===== src/rtl/scc_pkg.sv =====
`default_nettype none

package scc_pkg;

    // =====================================================================
    // register bus
    // =====================================================================
    localparam int unsigned ADDR_W = 8;
    localparam int unsigned DATA_W = 8;

    typedef struct packed {
        logic [ADDR_W-1:0] addr;
        logic [DATA_W-1:0] wdata;
        logic              wr;
        logic              rd;
    } scc_bus_req_t;

    // =====================================================================
    // register map
    // =====================================================================
    localparam logic [ADDR_W-1:0] SYSTEM_CLOCK_CONFIG_OFS = 8'h1C;
    localparam logic [ADDR_W-1:0] CLOCK_STATUS_OFS        = 8'h1D;

    // =====================================================================
    // clock configuration fields
    // =====================================================================
    localparam int unsigned USB_CLOCK_GATE_BIT   = 3;
    localparam int unsigned DEEP_POWER_SAVE_BIT  = 4;
    localparam int unsigned OSC_FREQ_SELECT_BIT  = 6;
    localparam int unsigned PS2_MODE_IND_BIT     = 7;
    localparam logic [DATA_W-1:0] CONFIG_RW_MASK = 8'hD8;

    localparam logic USB_CLOCK_GATE_RST  = 1'b0;
    localparam logic DEEP_POWER_SAVE_RST = 1'b0;
    localparam logic OSC_FREQ_SELECT_RST = 1'b0;
    localparam logic PS2_MODE_IND_RST    = 1'b0;

    // oscillator select encodings
    localparam logic OSC_SEL_12MHZ = 1'b0;
    localparam logic OSC_SEL_6MHZ  = 1'b1;

    // =====================================================================
    // status fields
    // =====================================================================
    localparam int unsigned REFUSED_BIT      = 0;
    localparam int unsigned USB_MODE_BIT     = 1;
    localparam int unsigned LVR_DISABLED_BIT = 2;
    localparam logic REFUSED_RST  = 1'b0;
    localparam logic USB_MODE_RST = 1'b0;
    localparam logic LVR_EN_RST   = 1'b1;

endpackage : scc_pkg

`default_nettype wire


===== src/rtl/scc_field.sv =====
`timescale 1ns/1ps
`default_nettype none

module scc_field #(
    parameter int unsigned W   = 1,
    parameter logic [W-1:0] RST = '0
) (
    // clock and reset
    input  wire logic         ref_clk,
    input  wire logic         rst_n,
    // load
    input  wire logic         load,
    input  wire logic [W-1:0] d,
    // stored value
    output var  logic [W-1:0] q
);

    always_ff @(posedge ref_clk) begin
        if (!rst_n) begin
            q <= RST;
        end else if (load) begin
            q <= d;
        end
    end

endmodule : scc_field

`default_nettype wire


===== src/rtl/scc_ctrl.sv =====
// Chosen here: the strobed register port.
`timescale 1ns/1ps
`default_nettype none

module scc_ctrl
(
    // clock and reset
    input  wire logic                 ref_clk,
    input  wire logic                 rst_n,
    // register port
    input  wire scc_pkg::scc_bus_req_t bus_req,
    output var  logic [scc_pkg::DATA_W-1:0] rdata,
    // interface selection from the endpoint status register
    input  wire logic                 usb_interface_select,
    input  wire logic                 ps2_interface_select,
    // clock and power controls
    output var  logic                 usb_clock_gate,
    output var  logic                 deep_power_save,
    output var  logic                 oscillator_frequency_select,
    output var  logic                 ps2_mode_indicator,
    output var  logic                 low_voltage_reset_en,
    output var  logic                 usb_mode
);
    import scc_pkg::*;

    // =====================================================================
    // decode
    // =====================================================================
    wire logic              hit_config;
    wire logic              hit_status;
    wire logic              wr_config;
    wire logic              wr_status;
    wire logic              live_usb_mode;
    wire logic              dps_request;
    wire logic              dps_refused;
    wire logic              next_dps;
    wire logic              refused_clear;
    wire logic              next_refused;
    wire logic [DATA_W-1:0] config_view;
    wire logic [DATA_W-1:0] status_view;
    wire logic [DATA_W-1:0] next_rdata;
    logic                   refused;

    assign hit_config = (bus_req.addr == SYSTEM_CLOCK_CONFIG_OFS);
    assign hit_status = (bus_req.addr == CLOCK_STATUS_OFS);
    assign wr_config  = bus_req.wr & hit_config;
    assign wr_status  = bus_req.wr & hit_status;

    assign live_usb_mode = ~ps2_interface_select & usb_interface_select;

    // =====================================================================
    // deep power save guard
    // =====================================================================
    // the bit is forced low while usb mode holds, so a write that tries to
    // set it is dropped and an already set bit falls back to zero
    assign dps_request = wr_config ? bus_req.wdata[DEEP_POWER_SAVE_BIT] : deep_power_save;
    assign next_dps    = dps_request & ~live_usb_mode;
    assign dps_refused = dps_request & live_usb_mode;

    // sticky refusal flag; a new refusal beats a write-one clear
    assign refused_clear = wr_status & bus_req.wdata[REFUSED_BIT];
    assign next_refused  = dps_refused | (refused & ~refused_clear);

    // =====================================================================
    // fields
    // =====================================================================
    scc_field #(.W(1), .RST(USB_CLOCK_GATE_RST)) u_usb_clock_gate (
        .ref_clk (ref_clk),
        .rst_n   (rst_n),
        .load    (wr_config),
        .d       (bus_req.wdata[USB_CLOCK_GATE_BIT]),
        .q       (usb_clock_gate)
    );

    scc_field #(.W(1), .RST(DEEP_POWER_SAVE_RST)) u_deep_power_save (
        .ref_clk (ref_clk),
        .rst_n   (rst_n),
        .load    (1'b1),
        .d       (next_dps),
        .q       (deep_power_save)
    );

    scc_field #(.W(1), .RST(OSC_FREQ_SELECT_RST)) u_osc_freq_select (
        .ref_clk (ref_clk),
        .rst_n   (rst_n),
        .load    (wr_config),
        .d       (bus_req.wdata[OSC_FREQ_SELECT_BIT]),
        .q       (oscillator_frequency_select)
    );

    // rst_n doubles as power-on reset here
    scc_field #(.W(1), .RST(PS2_MODE_IND_RST)) u_ps2_mode_ind (
        .ref_clk (ref_clk),
        .rst_n   (rst_n),
        .load    (wr_config),
        .d       (bus_req.wdata[PS2_MODE_IND_BIT]),
        .q       (ps2_mode_indicator)
    );

    scc_field #(.W(1), .RST(REFUSED_RST)) u_refused (
        .ref_clk (ref_clk),
        .rst_n   (rst_n),
        .load    (1'b1),
        .d       (next_refused),
        .q       (refused)
    );

    // =====================================================================
    // derived outputs
    // =====================================================================
    // registered from the next value so it tracks the bit without lag
    always_ff @(posedge ref_clk) begin
        if (!rst_n) begin
            low_voltage_reset_en <= LVR_EN_RST;
            usb_mode             <= USB_MODE_RST;
        end else begin
            low_voltage_reset_en <= ~next_dps;
            usb_mode             <= live_usb_mode;
        end
    end

    // =====================================================================
    // read path
    // =====================================================================
    // reserved bits are not stored, so they read zero whatever was written
    assign config_view = {ps2_mode_indicator, oscillator_frequency_select, 1'b0,
                          deep_power_save, usb_clock_gate, 3'h0};
    assign status_view = {5'h00, ~low_voltage_reset_en, usb_mode, refused};
    assign next_rdata  = !bus_req.rd ? 8'h00 :
                         hit_config  ? (config_view & CONFIG_RW_MASK) :
                         hit_status  ? status_view : 8'h00;

    always_ff @(posedge ref_clk) begin
        if (!rst_n) begin
            rdata <= 8'h00;
        end else begin
            rdata <= next_rdata;
        end
    end

endmodule : scc_ctrl

`default_nettype wire


===== config.mk =====
export PLATFORM = sky130hd
export DESIGN_NAME = scc_ctrl
export DESIGN_NICKNAME = d
export VERILOG_FILES = /design/src/rtl/scc_pkg.sv /design/src/rtl/scc_field.sv /design/src/rtl/scc_ctrl.sv
export SDC_FILE = /design/constraint.sdc
export NUM_CORES = 1
export LEC_CHECK = 0
export BUFFER_PORTS_ARGS = -buffer_cell sky130_fd_sc_hd__buf_2
export CORE_MARGIN = 2
export CORE_UTILIZATION = 38
export CTS_BUF_LIST = sky130_fd_sc_hd__clkbuf_4
export DETAILED_ROUTE_END_ITERATION = 7
export PLACE_DENSITY_LB_ADDON = 0.05
export SYNTH_ARGS = -nofsm -noshare
export SYNTH_HDL_FRONTEND = slang
export SYNTH_SLANG_ARGS = --single-unit
export TNS_END_PERCENT = 30

===== constraint.sdc =====
create_clock -name ref_clk -period 1.6 [get_ports ref_clk]
set_input_delay 0.32 -clock ref_clk [delete_from_list [all_inputs] [get_ports ref_clk]]
set_output_delay 0.32 -clock ref_clk [all_outputs]
set_load 0.05 [all_outputs]

## Word-level counts from Yosys, hierarchy flattened

Cells that the tools add are included.
W data, S select, Z words.

| operators by class | value |
|---|---|
| multiplexer cells | 3 |
| bitwise operators | 16 |
| equal/unequal tests | 2 |
| reductions and logical operators | 3 |

Operators by type and width:

| kind | count |
|---|---|
| $eq A8 B5 Y1 const B | 2 |
| $mux W8 | 1 |
| $not A1 Y1 | 8 |
| $and A1 B1 Y1 | 7 |
| $reduce_or A4 Y1 | 1 |
| $mux W3 | 1 |
| $reduce_or A3 Y1 | 1 |
| $reduce_and A2 Y1 | 1 |
| $mux W1 | 1 |
| $or A1 B1 Y1 | 1 |

| word-level totals | value |
|---|---|
| input port bits | 22 |
| register bits | 15 |
| output and inout port bits | 14 |
| word-level logic and storage cells | 34 |

## Longest topological paths before layout

| depth | value |
|---|---|
| depth after elaboration | 6 |
| gate-level depth with buffers | 4 |

## By module

Synthesis repeated with hierarchy kept, for this count alone.

| second synthesis, totals | value |
|---|---|
| cell total of the unflattened synthesis | 54 |
| area total of the unflattened synthesis | 556.8 um^2 |

Modules (own cells, without submodules):

| module | area each (um^2) | sequential area each (um^2) | times used | cells an instance |
|---|---|---|---|---|
| scc_ctrl | 375.4 | 180.2 | 1 | 39 |
| scc_field | 36.3 | 20.0 | 5 | 3 |

## Least setup slack after synthesis

Ideal clock, no wire load.

| timing path | value |
|---|---|
| path type | input-to-reg |
| from | input port bus_req[15] (netlist bit) |
| to | register u_deep_power_save.q |
| setup slack | 0.037 ns |
| stages | 4 |
| required time | 1.484 ns |
| setup time | 0.116 ns |
| arrival | 1.446 ns |
| cells stage by stage | or4b_4 > buf_6 > o31a_1 > o211a_1 |

| between the ends | value |
|---|---|
| cells in the longest elaborated chain, start to end | 4 |

Ends and longest elaborated chain:

| what | line | RTL |
|---|---|---|
| start, declared | scc_ctrl.sv:11 | `input wire scc_pkg::scc_bus_req_t bus_req,` |
| $eq A8 B5 Y1 | scc_ctrl.sv:44 | `assign hit_config = (bus_req.addr == SYSTEM_CLOCK_CONFIG_OFS);` |
| $and A1 B1 Y1 | scc_ctrl.sv:46 | `assign wr_config = bus_req.wr & hit_config;` |
| $mux W1 | scc_ctrl.sv:56 | `assign dps_request = wr_config ? bus_req.wdata[DEEP_POWER_SAVE_BIT] : deep_power_save;` |
| $and A1 B1 Y1 | scc_ctrl.sv:57 | `assign next_dps = dps_request & ~live_usb_mode;` |
| end signal, assigned | scc_field.sv:20 | `q <= RST;` |
| end signal, assigned | scc_field.sv:22 | `q <= d;` |
| end, declared | scc_field.sv:15 | `output var logic [W-1:0] q` |

No other way between the ends.
A chain may end at the register's enable or synchronous reset.

## Worst setup path after layout

| timing path | value |
|---|---|
| from | input port bus_req[15] (netlist bit) |
| to | register u_refused.q |

| between the ends | value |
|---|---|
| cells in the longest elaborated chain, start to end | 6 |

Ends and longest elaborated chain:

| what | line | RTL |
|---|---|---|
| $eq A8 B5 Y1 | scc_ctrl.sv:45 | `assign hit_status = (bus_req.addr == CLOCK_STATUS_OFS);` |
| $and A1 B1 Y1 | scc_ctrl.sv:47 | `assign wr_status = bus_req.wr & hit_status;` |
| $and A1 B1 Y1 | scc_ctrl.sv:61 | `assign refused_clear = wr_status & bus_req.wdata[REFUSED_BIT];` |
| $not A1 Y1 | scc_ctrl.sv:62 | `assign next_refused = dps_refused \| (refused & ~refused_clear);` |
| $and A1 B1 Y1 | scc_ctrl.sv:62 |  |
| $or A1 B1 Y1 * | scc_ctrl.sv:62 |  |
| end signal, assigned | scc_field.sv:20 |  |
| end signal, assigned | scc_field.sv:22 |  |
| end, declared | scc_field.sv:15 |  |

Every way passes the cells marked *; elsewhere a longest branch is shown, timed or not.

==> results.tsv <==
stage	metric	value	unit
setup_path	Max FO, Critical Path	6	
route	DR iter-0 viols	6	
floorplan	Die H	42.88	um
floorplan	total die area	1838	um2
power_and_ir_drop	Pint	0.4631	mW
setup_path	CP startpoint kind	input pin	
sta	count of pins over their slew limit	0	
yosys	mapped cell area	574.3	um2
setup_path	CP Capture Type	register	
clock_tree	# resized after CTS	0	
power_and_ir_drop	pwr dens	776.4	nW/um2
final_layout	post-route cell area	768.2	um2
sta	FMAX	0.7254	GHz
setup_path	path type of the worst setup path	input pin to register	
yosys	syn_nets	77	
power_and_ir_drop	P_sw	0.1334	mW
route	# DRC	0	
clock_tree	H-tree levels	1	
yosys	cells after synthesis	55	
outcome	outcome	finished clean	
setup_path	Worst Path Required	1740	ps
yosys	Synth area leaders	dfxtp_1, and2_1, nand4_1	
route	wirelength, routed	1123	um
final_layout	# fillers	146	
sta	RSZ-0062 raised after global routing	false	
worst_hold_path	Worst Hold Class	input pin to register	
yosys	#FFs+latches synth	14	
yosys	Mapped Avg Cell Area	10.44	um2
global_route	initial antenna violation count	0	
floorplan	# rows	14	
final_layout	Net count, final	112	
placement	hpwl dp	948.5	um
route	via/cell ratio	5.124	
global_route	vias in the first global route	460	
placement	pre-CTS WS	-51.09	ps
power_and_ir_drop	Combinational Power Share	0.098	
route	Vias	538	
sta	final setup TNS	0	ps
yosys	synth warn	0	
route	Initial DRT Pass Iterations	4	
yosys	post-synth top area share	0.4880	
sta	Fin. Hold Viols	0	
job	Max Cap Viol	0	
clock_tree	CTS Hold Bufs	0	
global_route	GRT Residual Overflow	0	
power_and_ir_drop	Net Sw Frac	0.2236	
yosys	area leader, netlist	dfxtp_1	
placement	Port Buffer Count	31	
global_route	global-route wire length before repair	1863	um
sta	Final min period	1379	ps
global_route	largest net degree at the start of global routing	9	
sta	Setup WS post-layout	221.4	ps
clock_tree	CTS sink count	14	
placement	gp weighted congestion	0.8252	
power_and_ir_drop	share of total power in the clock network	0.316	
clock_tree	Clock transition at path regs	80	ps
clock_tree	clk_lat worst skew	260	ps
final_layout	share of cells above drive strength 1	0.4382	
sta	clock skew	0.5092	ps
power_and_ir_drop	P_leak	0.3633	nW
global_route	total global-route track usage	0.1328	
sta	Setup violations, final	0	
final_layout	diode count	0	
yosys	sequential share of the synthesized area	0.4880	
floorplan	Initial Util	0.3950	
route	Routed WL per cell	10.70	um
clock_tree	clock root buffer	clkbuf_4	
clock_tree	setup bufs post-CTS	0	
floorplan	Die W	42.88	um
power_and_ir_drop	worst vdd ir	289.1	uV
final_layout	Area growth, synth to finish	33.77	%
route	Antenna Nets Post-Route	0	
power_and_ir_drop	Flop pwr share	0.586	
placement	cell area after placement	742.0	um2
setup_path	Worst Path Arrival	1510	ps
clock_tree	TritonCTS clock tree	done	
clock_tree	Longest Clk Path Bufs	2	
sta	worst hold slack	306.0	ps
floorplan	Core Box Area	1454	um2
clock_tree	TritonCTS Buffers	3	
yosys	Yosys cell types	25	
sta	Tcrit/Tclk final	0.8616	
floorplan	I/O pins	36	
## cell families after synthesis
logic type	synth area share
other	0.006530
flip-flops	0.4880
AO/OA/AOI/OAI	0.1547
AND/OR/NAND/NOR	0.2985
buffers and inverters	0.05229
## layout by cell type, fill, tap and decap left out, drive strengths merged
cell type and n:
and4 1, and4b 1, a21oi 3, nand2b 1, or4b 1, and2 6
and3b 1, nand2 2, nor4 2, inv 2, o211a 1, nand4 4
nor4b 1, o31a 1, o311ai 2, clkinv 1, o31ai 3, nor2b 1
buf 33, o211ai 2, dfxtp 14, conb 1, clkbuf 3, nand4b 1
nand3 1
## registers in the layout, indices dropped and copies added, names as in the netlist
| name | cells |
|---|---|
| rdata | 7 |
| u_osc_freq_select.q | 1 |
| u_usb_clock_gate.q | 1 |
| low_voltage_reset_en | 1 |
| u_ps2_mode_ind.q | 1 |
| u_refused.q | 1 |
| u_deep_power_save.q | 1 |
| usb_mode | 1 |
## metal layers
| metal | share of wire | vias up | GRT usage | routed length [um] |
|---|---|---|---|---|
| met3 | 0.070 | 2 | 0.01702 | 79 |
| met4 | 0.019 | 0 | 0.07500 | 21 |
| met1 | 0.41 | 238 | 0.1545 | 462 |
| met5 | 0 | - | 0 | 0 |
| met2 | 0.50 | 22 | 0.2303 | 560 |
| li1 | - | 276 | - | - |
## cells in the mapped netlist
cell and n:
and3b_1 1, nand4_1 4, dfxtp_1 14, and4_1 1, conb_1 1, buf_6 1, buf_4 1, o31a_1 1
o211a_1 1, a21oi_1 3, nor4b_1 1, nand3_1 1, nor4_2 2, and4b_1 1, o311ai_0 2, clkbuf_1 1
o31ai_1 3, and2_1 6, nand2b_1 1, inv_1 2, or4b_4 1, nand2_1 2, nand4b_1 1, o211ai_1 2
nor2b_1 1
## final timing paths
check                                     to  slack, ps  cells after the start                            start
min reg2reg              rdata[2]$_SDFF_PP0_        410                      1  low_voltage_reset_en$_SDFF_PN1_
max                   u_refused.q$_SDFF_PN0_        220                      4                      bus_req[15]
max reg2reg   u_deep_power_save.q$_SDFF_PN0_        840                      2   u_deep_power_save.q$_SDFF_PN0_
min          low_voltage_reset_en$_SDFF_PN1_        310                      2                            rst_n
## metrics by stage
step,instances,utilization,power [mW]
2_1_floorplan,55,-,0.3867
3_3_place_gp,101,0.5103,0.4150
3_5_place_dp,101,0.5103,0.4164
4_1_cts,105,0.5284,0.6053
5_1_grt,105,0.5284,0.6265
6_report,105,0.5284,0.5965
## power by group through the flow
stage	combinational (mW)	sequential [mW]	clock, mW
global route	0.0641	0.350	0.213
global placement	0.0571	0.358	0
CTS	0.0584	0.350	0.197
finish	0.0585	0.350	0.188
floorplan	0.0248	0.362	0
detailed placement	0.0585	0.358	0
## critical path: stages
cell and delay [ps]:
buf_2 100, or4b_4 580, o311ai_0 370, o211ai_1 140
## layout make-up
type / count / area, um2 / share of cell area
multi-input cells: 36 / 264.0 / 0.3436
repair buffers: 33 / 170.2 / 0.2215
well taps: 16 / 20.02 / 0.02606
flip-flops and latches: 14 / 280.3 / 0.3648
inverters: 2 / 7.507 / 0.009772
clock buffers: 3 / 22.52 / 0.02932
clock inverters: 1 / 3.754 / 0.004886
Note: power is estimated with default switching activity, not from simulation.
